===== config.mk =====
export PLATFORM = sky130hd
export DESIGN_NAME = psr_host
export DESIGN_NICKNAME = d
export VERILOG_FILES = /design/src/rtl/psr_pkg.sv /design/src/rtl/psr_sync.sv /design/src/rtl/psr_pack.sv /design/src/rtl/psr_host.sv
export VERILOG_INCLUDE_DIRS = /design/src /design/src/rtl
export SDC_FILE = /design/constraint.sdc
export NUM_CORES = 1
export LEC_CHECK = 0
export ABC_AREA = 1
export BUFFER_PORTS_ARGS = -buffer_cell sky130_fd_sc_hd__buf_2
export CAP_MARGIN = 20
export CORE_ASPECT_RATIO = 0.5
export CORE_MARGIN = 8
export CORE_UTILIZATION = 40
export CTS_CLUSTER_DIAMETER = 120
export DETAILED_ROUTE_END_ITERATION = 10
export GPL_TIMING_DRIVEN = 1
export PLACE_DENSITY_LB_ADDON = 0.2
export SKIP_CTS_REPAIR_TIMING = 1
export SLEW_MARGIN = 40
export SYNTH_ARGS = -nofsm -noshare
export SYNTH_HDL_FRONTEND = slang
export SYNTH_HIERARCHICAL = 1
export SYNTH_SLANG_ARGS = --single-unit

===== constraint.sdc =====
create_clock -name mclk -period 1.6 [get_ports mclk]
set_input_delay 0.4 -clock mclk [delete_from_list [all_inputs] [get_ports mclk]]
set_output_delay 0.4 -clock mclk [all_outputs]
set_load 0.01 [all_outputs]

===== src/rtl/psr_defines.svh =====
`ifndef PSR_DEFINES_SVH
`define PSR_DEFINES_SVH

// System clock period
`define PSR_MCLK_NS 8

// Reset pulse to the memory and recovery before first request
`define PSR_RST_PULSE_NS 200
`define PSR_RST_RECOVER_NS 400
`define PSR_RST_PULSE_CYC ((`PSR_RST_PULSE_NS + `PSR_MCLK_NS - 1) / `PSR_MCLK_NS)
`define PSR_RST_DONE_CYC (`PSR_RST_PULSE_CYC + \
  (`PSR_RST_RECOVER_NS + `PSR_MCLK_NS - 1) / `PSR_MCLK_NS)

// Chip select high time between transactions
`define PSR_CS_HIGH_NS 24
`define PSR_CS_HIGH_CYC ((`PSR_CS_HIGH_NS + `PSR_MCLK_NS - 1) / `PSR_MCLK_NS)

// Initial access latency in link clock cycles
`define PSR_LAT_CK 7

// Longest burst in words
`define PSR_MAX_WORDS 64

// Link clock edges in the command and address phase
`define PSR_CMD_EDGES 2
`define PSR_CA_EDGES 6

`endif


===== src/rtl/psr_pkg.sv =====
`default_nettype none

package psr_pkg;

  typedef enum logic [2:0] {
    PSR_IDLE  = 3'h0,
    PSR_SETUP = 3'h1,
    PSR_CA    = 3'h3,
    PSR_LAT   = 3'h2,
    PSR_DATA  = 3'h6,
    PSR_END   = 3'h7
  } psr_state_type;

endpackage : psr_pkg

`default_nettype wire


===== src/rtl/psr_sync.sv =====
`timescale 1ns/10ps
`default_nettype none

module psr_sync #(
  parameter int W = 1
) (
  input wire logic mclk,
  input wire logic resetn,
  input wire logic [W-1:0] d,
  output logic [W-1:0] q
);

  logic [W-1:0] meta_q;

  always_ff @(posedge mclk) begin
    if (!resetn) begin
      meta_q <= '0;
      q <= '0;
    end else begin
      meta_q <= d;
      q <= meta_q;
    end
  end

endmodule : psr_sync

`default_nettype wire


===== src/rtl/psr_pack.sv =====
`timescale 1ns/10ps
`default_nettype none

module psr_pack (
  input wire logic mclk,
  input wire logic resetn,
  input wire logic clear,
  input wire logic byte_stb,
  input wire logic [7:0] byte_in,
  output logic word_valid,
  output logic [15:0] word
);

  logic [7:0] hi_q;
  logic half_q;

  always_ff @(posedge mclk) begin
    if (!resetn) begin
      hi_q <= 8'h00;
      half_q <= 1'b0;
      word_valid <= 1'b0;
      word <= 16'h0000;
    end else begin
      word_valid <= 1'b0;
      if (clear) begin
        half_q <= 1'b0;
      end else if (byte_stb && !half_q) begin
        hi_q <= byte_in;
        half_q <= 1'b1;
      end else if (byte_stb) begin
        // First byte on the wire lands in the upper half
        word <= {hi_q, byte_in};
        word_valid <= 1'b1;
        half_q <= 1'b0;
      end
    end
  end

endmodule : psr_pack

`default_nettype wire


===== src/rtl/psr_host.sv =====
// Overview of operation
// - Chip select low frames one transaction
// - One byte per clock edge, two per cycle
// - Command opcode byte sent on both edges
// - Address and data phases are optional
// - Clock keeps toggling through read latency
// - Register writes carry no latency period
// - Array writes wait latency with clock running
// - All fields shifted most significant first
// - Highest address byte goes out first
// - Three cycles carry command and address
// - Host bounds burst length, accepts refresh latency
// - Each address names one 16-bit word
// - Host drives strobe as write mask on array writes only
// - Select falls before clock starts toggling
`timescale 1ns/10ps
`default_nettype none
`include "psr_defines.svh"

module psr_host #(
  parameter int LAT_CK = `PSR_LAT_CK,
  parameter int MAX_WORDS = `PSR_MAX_WORDS
) (
  input wire logic mclk,
  input wire logic resetn,
  input wire logic req_valid,
  output logic req_ready,
  input wire logic req_write,
  input wire logic req_reg,
  input wire logic req_has_addr,
  input wire logic [7:0] req_cmd,
  input wire logic [31:0] req_addr,
  input wire logic [9:0] req_len,
  input wire logic wr_valid,
  output logic wr_ready,
  input wire logic [15:0] wr_data,
  input wire logic [1:0] wr_mask,
  output logic rd_valid,
  output logic [15:0] rd_data,
  output logic busy,
  output logic mem_cs_n,
  output logic mem_ck,
  output logic mem_reset_n,
  input wire logic [7:0] dq_in,
  output logic [7:0] dq_out,
  output logic dq_oe,
  input wire logic rw_data_strobe_in,
  output logic rw_data_strobe_out,
  output logic rw_data_strobe_oe
);

  localparam logic [9:0] MAXW = 10'(MAX_WORDS);
  localparam logic [9:0] LAT1_EDGES = 10'(2 * LAT_CK);
  localparam logic [9:0] LAT2_EDGES = 10'(4 * LAT_CK);
  localparam logic [6:0] RST_PULSE = 7'(`PSR_RST_PULSE_CYC);
  localparam logic [6:0] RST_DONE = 7'(`PSR_RST_DONE_CYC);
  localparam logic [3:0] CSH = 4'(`PSR_CS_HIGH_CYC);
  localparam logic [9:0] CMD_EDGES = 10'(`PSR_CMD_EDGES);
  localparam logic [9:0] CA_EDGES = 10'(`PSR_CA_EDGES);
  localparam int LAT1_CYC = 4 * LAT_CK;
  localparam int LAT2_CYC = 8 * LAT_CK;

  psr_pkg::psr_state_type state_q;
  logic ph_q, ck_q, cs_n_q, rst_n_q, ready_q;
  logic [6:0] rst_cnt_q;
  logic [3:0] csh_q;
  logic [9:0] ecnt_q, lim_q, rcnt_q, len_q, len2;
  logic wr_q, reg_q, has_addr_q, rw_data_strobe_lat_q;
  logic [7:0] cmd_q, dq_q, lo_q;
  logic [31:0] adr_q;
  logic lo_m_q, rw_data_strobe_o_q, rw_data_strobe_oe_q, dq_oe_q;
  logic armed_q, rw_data_strobe_p_q;
  logic [7:0] dq_s;
  logic rw_data_strobe_s;
  logic at_lim, rd_phase, rd_fin, wr_take, stall, byte_stb, accept;

  function automatic logic [7:0] ca_byte(input logic [2:0] idx,
                                          input logic [7:0] cmd,
                                          input logic [31:0] adr);
    case (idx)
      3'h0, 3'h1: ca_byte = cmd;
      3'h2: ca_byte = adr[31:24];
      3'h3: ca_byte = adr[23:16];
      3'h4: ca_byte = adr[15:8];
      3'h5: ca_byte = adr[7:0];
      default: ca_byte = 8'h00;
    endcase
  endfunction : ca_byte

  // Pins come from the memory's timing, not ours
  psr_sync #(.W(8)) u_dq_sync (
    .mclk(mclk),
    .resetn(resetn),
    .d(dq_in),
    .q(dq_s)
  );

  psr_sync #(.W(1)) u_rw_data_strobe_sync (
    .mclk(mclk),
    .resetn(resetn),
    .d(rw_data_strobe_in),
    .q(rw_data_strobe_s)
  );

  assign len2 = {len_q[8:0], 1'b0};
  assign at_lim = (ecnt_q == lim_q);
  assign rd_phase = (state_q == psr_pkg::PSR_DATA) && !wr_q;
  assign rd_fin = (rcnt_q == len2);
  assign wr_take = (state_q == psr_pkg::PSR_DATA) && wr_q && ph_q &&
                   !ecnt_q[0] && !at_lim;
  assign wr_ready = wr_take && wr_valid;
  // No word ready: freeze the clock rather than send stale data
  assign stall = wr_take && !wr_valid;
  assign accept = (state_q == psr_pkg::PSR_IDLE) && ready_q && req_valid;
  assign req_ready = (state_q == psr_pkg::PSR_IDLE) && ready_q;
  assign busy = (state_q != psr_pkg::PSR_IDLE);

  always_ff @(posedge mclk) begin
    if (!resetn) begin
      rst_cnt_q <= 7'h00;
      rst_n_q <= 1'b0;
      ready_q <= 1'b0;
    end else begin
      if (rst_cnt_q != RST_DONE) begin
        rst_cnt_q <= rst_cnt_q + 7'h01;
      end
      rst_n_q <= (rst_cnt_q >= RST_PULSE);
      ready_q <= (rst_cnt_q == RST_DONE);
    end
  end

  always_ff @(posedge mclk) begin
    if (!resetn) begin
      wr_q <= 1'b0;
      reg_q <= 1'b0;
      has_addr_q <= 1'b0;
      cmd_q <= 8'h00;
      adr_q <= 32'h0000_0000;
      len_q <= 10'h000;
    end else if (accept) begin
      wr_q <= req_write;
      reg_q <= req_reg;
      has_addr_q <= req_has_addr;
      cmd_q <= req_cmd;
      adr_q <= req_addr;
      len_q <= (req_len > MAXW) ? MAXW : req_len;
    end
  end

  // Sequencer: ph_q high is the load half, low is the clock edge half
  always_ff @(posedge mclk) begin
    if (!resetn) begin
      state_q <= psr_pkg::PSR_IDLE;
      ph_q <= 1'b1;
      ck_q <= 1'b0;
      cs_n_q <= 1'b1;
      ecnt_q <= 10'h000;
      lim_q <= 10'h000;
      csh_q <= 4'h0;
      rw_data_strobe_lat_q <= 1'b0;
    end else begin
      case (state_q)
        psr_pkg::PSR_IDLE: begin
          if (accept) begin
            cs_n_q <= 1'b0;
            state_q <= psr_pkg::PSR_SETUP;
          end
        end
        psr_pkg::PSR_SETUP: begin
          state_q <= psr_pkg::PSR_CA;
          ph_q <= 1'b1;
          ecnt_q <= 10'h000;
          lim_q <= has_addr_q ? CA_EDGES : CMD_EDGES;
        end
        psr_pkg::PSR_CA, psr_pkg::PSR_LAT, psr_pkg::PSR_DATA: begin
          if (!ph_q) begin
            ck_q <= ~ck_q;
            ecnt_q <= ecnt_q + 10'h001;
            ph_q <= 1'b1;
          end else if (rd_phase) begin
            // clock runs until all bytes are in
            if (rd_fin && !ecnt_q[0]) begin
              state_q <= psr_pkg::PSR_END;
              cs_n_q <= 1'b1;
              csh_q <= 4'h0;
            end else begin
              ph_q <= 1'b0;
            end
          end else if (at_lim) begin
            ecnt_q <= 10'h000;
            lim_q <= len2;
            if (state_q == psr_pkg::PSR_CA) begin
              rw_data_strobe_lat_q <= rw_data_strobe_s;
              if (!has_addr_q || len_q == 10'h000) begin
                state_q <= psr_pkg::PSR_END;
                cs_n_q <= 1'b1;
                csh_q <= 4'h0;
              end else if (!wr_q || reg_q) begin
                state_q <= psr_pkg::PSR_DATA;
              end else begin
                state_q <= psr_pkg::PSR_LAT;
                lim_q <= rw_data_strobe_s ? LAT2_EDGES : LAT1_EDGES;
              end
            end else if (state_q == psr_pkg::PSR_LAT) begin
              state_q <= psr_pkg::PSR_DATA;
            end else begin
              state_q <= psr_pkg::PSR_END;
              cs_n_q <= 1'b1;
              csh_q <= 4'h0;
            end
          end else if (!stall) begin
            ph_q <= 1'b0;
          end
        end
        psr_pkg::PSR_END: begin
          if (csh_q == CSH) begin
            state_q <= psr_pkg::PSR_IDLE;
          end else begin
            csh_q <= csh_q + 4'h1;
          end
        end
        default: state_q <= psr_pkg::PSR_IDLE;
      endcase
    end
  end

  // Bus drivers
  always_ff @(posedge mclk) begin
    if (!resetn) begin
      dq_q <= 8'h00;
      dq_oe_q <= 1'b0;
      lo_q <= 8'h00;
      lo_m_q <= 1'b0;
      rw_data_strobe_o_q <= 1'b0;
      rw_data_strobe_oe_q <= 1'b0;
    end else if (state_q == psr_pkg::PSR_CA && ph_q) begin
      dq_q <= ca_byte(ecnt_q[2:0], cmd_q, adr_q);
      dq_oe_q <= !at_lim;
    end else if (wr_ready) begin
      // first byte is the upper half
      dq_q <= wr_data[15:8];
      lo_q <= wr_data[7:0];
      lo_m_q <= wr_mask[0];
      dq_oe_q <= 1'b1;
      // mask on strobe for array writes
      rw_data_strobe_o_q <= wr_mask[1];
      rw_data_strobe_oe_q <= !reg_q;
    end else if (state_q == psr_pkg::PSR_DATA && wr_q && ph_q && ecnt_q[0]) begin
      dq_q <= lo_q;
      rw_data_strobe_o_q <= lo_m_q;
    end else if (state_q == psr_pkg::PSR_END || state_q == psr_pkg::PSR_LAT || at_lim) begin
      dq_oe_q <= 1'b0;
      rw_data_strobe_oe_q <= 1'b0;
    end
  end

  assign byte_stb = armed_q && (rw_data_strobe_s ^ rw_data_strobe_p_q) && !rd_fin;

  always_ff @(posedge mclk) begin
    if (!resetn) begin
      armed_q <= 1'b0;
      rw_data_strobe_p_q <= 1'b0;
      rcnt_q <= 10'h000;
    end else begin
      rw_data_strobe_p_q <= rw_data_strobe_s;
      // Refresh flag may still be high; wait for preamble low
      armed_q <= rd_phase && (armed_q || !rw_data_strobe_s);
      if (state_q == psr_pkg::PSR_SETUP) begin
        rcnt_q <= 10'h000;
      end else if (byte_stb) begin
        rcnt_q <= rcnt_q + 10'h001;
      end
    end
  end

  psr_pack u_pack (
    .mclk(mclk),
    .resetn(resetn),
    .clear(state_q == psr_pkg::PSR_SETUP),
    .byte_stb(byte_stb),
    .byte_in(dq_s),
    .word_valid(rd_valid),
    .word(rd_data)
  );

  assign mem_cs_n = cs_n_q;
  assign mem_ck = ck_q;
  assign mem_reset_n = rst_n_q;
  assign dq_out = dq_q;
  assign dq_oe = dq_oe_q;
  assign rw_data_strobe_out = rw_data_strobe_o_q;
  assign rw_data_strobe_oe = rw_data_strobe_oe_q;
endmodule : psr_host

`default_nettype wire


==> results by group <==
Clock tree
  – CTS Buffer Depth: 2
  – CTS tree: yes
  – CTS Buf Count: 17
  – CTS Root Cell: clkbuf_16
  – H-tree depth: 4
  – CTS clk-pin slew, worst paths: 60 ps
  – Clock Sinks: roughly 170
  – Clk Latency, worst-skew pair: 430 ps

Floorplanning
  – # IOs: approximately 120
  – Die area: ~24000 um^2
  – Die Y: 113 um
  – Initial Utilization: around 41%
  – # rows: 35
  – Total core area: 18400 um^2
  – Die W: approximately 210 um

Synthesis
  – Register area share after synthesis: between 40 and 50%
  – Post-Synthesis Cells: 1087
  – Top-count cell post-synth: nand2_1
  – Area contributors post-synth: dfxtp_1 (44%), nand2_1 (14%), inv_1 (7.3%), a21oi_1 (7.1%), nor2_1 (5.9%)
  – Yosys cell types: 39
  – Ys flop type: dfxtp_1
  – Syn Nets: between 1000 and 1500
  – Synth area leader: dfxtp_1
  – Yosys warns: 6
  – FF+latch count, synth: 167
  – Fraction of registers with async set/reset: 0%
  – Post-synth EDFFs: 0
  – Top-area cell type share of the netlist area: 44.3%
  – Syn_area_per_cell: between 6 and 7 um^2
  – Synth cell count leaders: nand2_1 (291), dfxtp_1 (167), inv_1 (147), nor2_1 (118), a21oi_1 (107)
  – Post-Syn Area: around 7600 um^2

Finish
  – Fillers: between 1500 and 2000
  – Fin util: a little under three fifths
  – Area growth, synth to finish: 39.4%
  – Nets: 1410
  – Layout cells sized above 1: 33.6%
  – N_diodes: 0

Worst setup path
  – CP arrival: around 1600 ps
  – CP max stage delay: between 300 and 400 ps
  – Most common cell on crit path: nor2_4
  – Buf/Inv on CP: 3
  – Reg2reg start: ecnt_q[5]
  – Critical Path Stages: 9
  – Max FO, Critical Path: 5
  – Crit-path cells: inv_4, nor2_4, nand3_2, nor2_2, nand2_2, nor2_4, nand2_4, clkinv_4, buf_6
  – Worst path required time: about 1200 ps
  – CP delay by family, top: simple AND/OR/NAND/NOR gates
  – Crit path capture type: output pin
  – Startpoint Class: register
  – Critical path's slowest cell: dfxtp_2
  – Reg2reg path depth: 14
  – Kind of critical path: reg2out
  – Worst setup path start: state_q[1]

Status
  – Outcome: finished with violations
  – Failing checks: setup timing

Timing
  – FMAX: 0.492 GHz
  – RSZ-0062 raised after global routing: true
  – Period minus WS final: between 2000 and 2500 ps
  – Fin. max-slew vios: 0
  – Endpoints failing hold: 0
  – Fin crit share: 127%
  – Setup violators final: 51
  – TNS Setup: -4770 ps
  – Worst clock skew: around 11 ps
  – Final setup margin: -433 ps
  – Worst-Margin Slew: about 370 ps
  – Relative slew slack: between 70% and 80%

Global routing
  – Global-route wire length before repair: 34000 um
  – Initial antenna violation count: 0
  – Gr usage total: 17.2%
  – Congestion Overflow GR: 0
  – Vias in the first global route: just over 7000
  – Largest net degree at the start of global routing: 59

Power and ir drop
  – LEAKAGE: 4.87 nW
  – Sequential Power Share: between 30% and 40%
  – Cell internal pwr: between 8 and 9 mW
  – Pwr dens: 1110 nW/um^2
  – Tot Pwr: approximately 12 mW
  – Max IR drop VDD: 828 uV
  – Clock share of power: between 30% and 40%
  – Comb power frac: about a quarter
  – Net Switching: roughly 3.7 mW
  – Sw Ratio: a little under a third

Routing
  – Vias: 7495
  – DR iter-0 viols: between 400 and 500
  – Routed vias/inst: approximately 4.7
  – DRC viols: 0
  – Final ANT Viol Nets: 0
  – DR WL/cell: 13.9 um
  – Total wire length: roughly 22000 um
  – TritonRoute pass-1 iters: 5

Placed design
  – Pre-CTS setup slack: -165 ps
  – Final estimated routing congestion in global placement: around 0.86
  – DP Wirelength: roughly 15000 um
  – I/O Buffers: ~120

Job
  – Max Cap Viol: 0

Min path
  – Hold Path Class: in2reg
  – Hold Path Origin: dq_in[1]
  – Hold-critical path depth: 3
==> flip-flops by register name, indices dropped and copies added (netlist names), 9 cells and up <==
name and flops:
rcnt_q 10, ecnt_q 10, len_q 10, adr_q 32
u_pack/word 16, lim_q 9
==> worst register-to-register path: stages (launching register included) <==
cell       delay (ps)
dfxtp_1           370
inv_2              50
nand2_1            50
nand2_1            50
nor2_1             90
nand2_1            70
nor2_2             90
nand2_2            80
buf_4             160
nand2_4            90
nand4_4           160
clkbuf_16         220
nand2_1            60
inv_1              30
nor3_1            140
==> layout by cell type (no fill, tap or decap), drive strengths merged, types with 2 or more instances in the layout <==
cell / netlist / final
nand4: 20 / 20
o211ai: 2 / 2
ha: 9 / 9
clkinv: 0 / 9
a31oi: 2 / 2
xor2: 6 / 6
a21oi: 108 / 108
xnor2: 7 / 7
nand3: 40 / 40
clkbuf: 12 / 25
or2: 3 / 3
nand2: 302 / 303
nor3: 15 / 15
nor4: 3 / 3
nor2: 123 / 123
dfxtp: 167 / 167
inv: 155 / 157
o22ai: 4 / 4
o21ai: 76 / 76
buf: 27 / 244
==> per-layer routing <==
layer / track usage (%) / routed length, um / vias up
li1: - / - / 3902
met2: 29.6 / 10500 / 136
met3: 4.08 / 901 / 17
met1: 21.8 / 10400 / 3440
met4: 3.64 / 176 / 0
met5: 0 / 0 / -
==> power groups by stage <==
stage | registers [mW] | logic (mW) | clock network, mW
after floorplan | 4.59 | 1.39 | 0
after global placement | 4.57 | 2.53 | 0
after detailed placement | 4.57 | 2.55 | 0
after CTS | 4.48 | 2.57 | 4.15
after global routing | 4.52 | 3.38 | 4.37
final | 4.50 | 3.10 | 4.09
==> final timing paths <==
path	endpoint	slack [ps]
max	wr_ready	-430
min	u_dq_sync/meta_q[1]	150
max reg2reg	lim_q[7]	-180
min reg2reg	u_dq_sync/q[6]	410
==> cell type report <==
class                   count  area [um^2]  area share (%)
well taps                 259          324            3.08
clock inverters            12          118            1.12
inverters                 155          594            5.64
flip-flops and latches    167         3370            32.0
clock buffers              20          467            4.43
repair buffers            249         1790            17.0
multi-input cells         727         3870            36.7
==> through the flow <==
step | instance area, um^2 | hold slack [ps] | std cells
floorplan | 7560 | 386 | 1087
global placement | 9110 | 391 | 1529
detailed placement | 9110 | 392 | 1529
CTS | 9690 | 142 | 1561
global route | 10500 | 144 | 1589
finish | 10500 | 153 | 1589
==> cell families (layout without fill, tap and decap cells) <==
kind of cell	count (synthesis)	after routing	synth area share, %
adder cells (fa/ha/maj)	9	9	1.49
AO/OA/AOI/OAI	197	197	13.5
buffers and inverters	194	436	10.8
AND/OR/NAND/NOR	507	508	28.5
XOR/XNOR	13	13	1.51
flip-flops	167	167	44.3
Power figures use the tool's default switching activity.
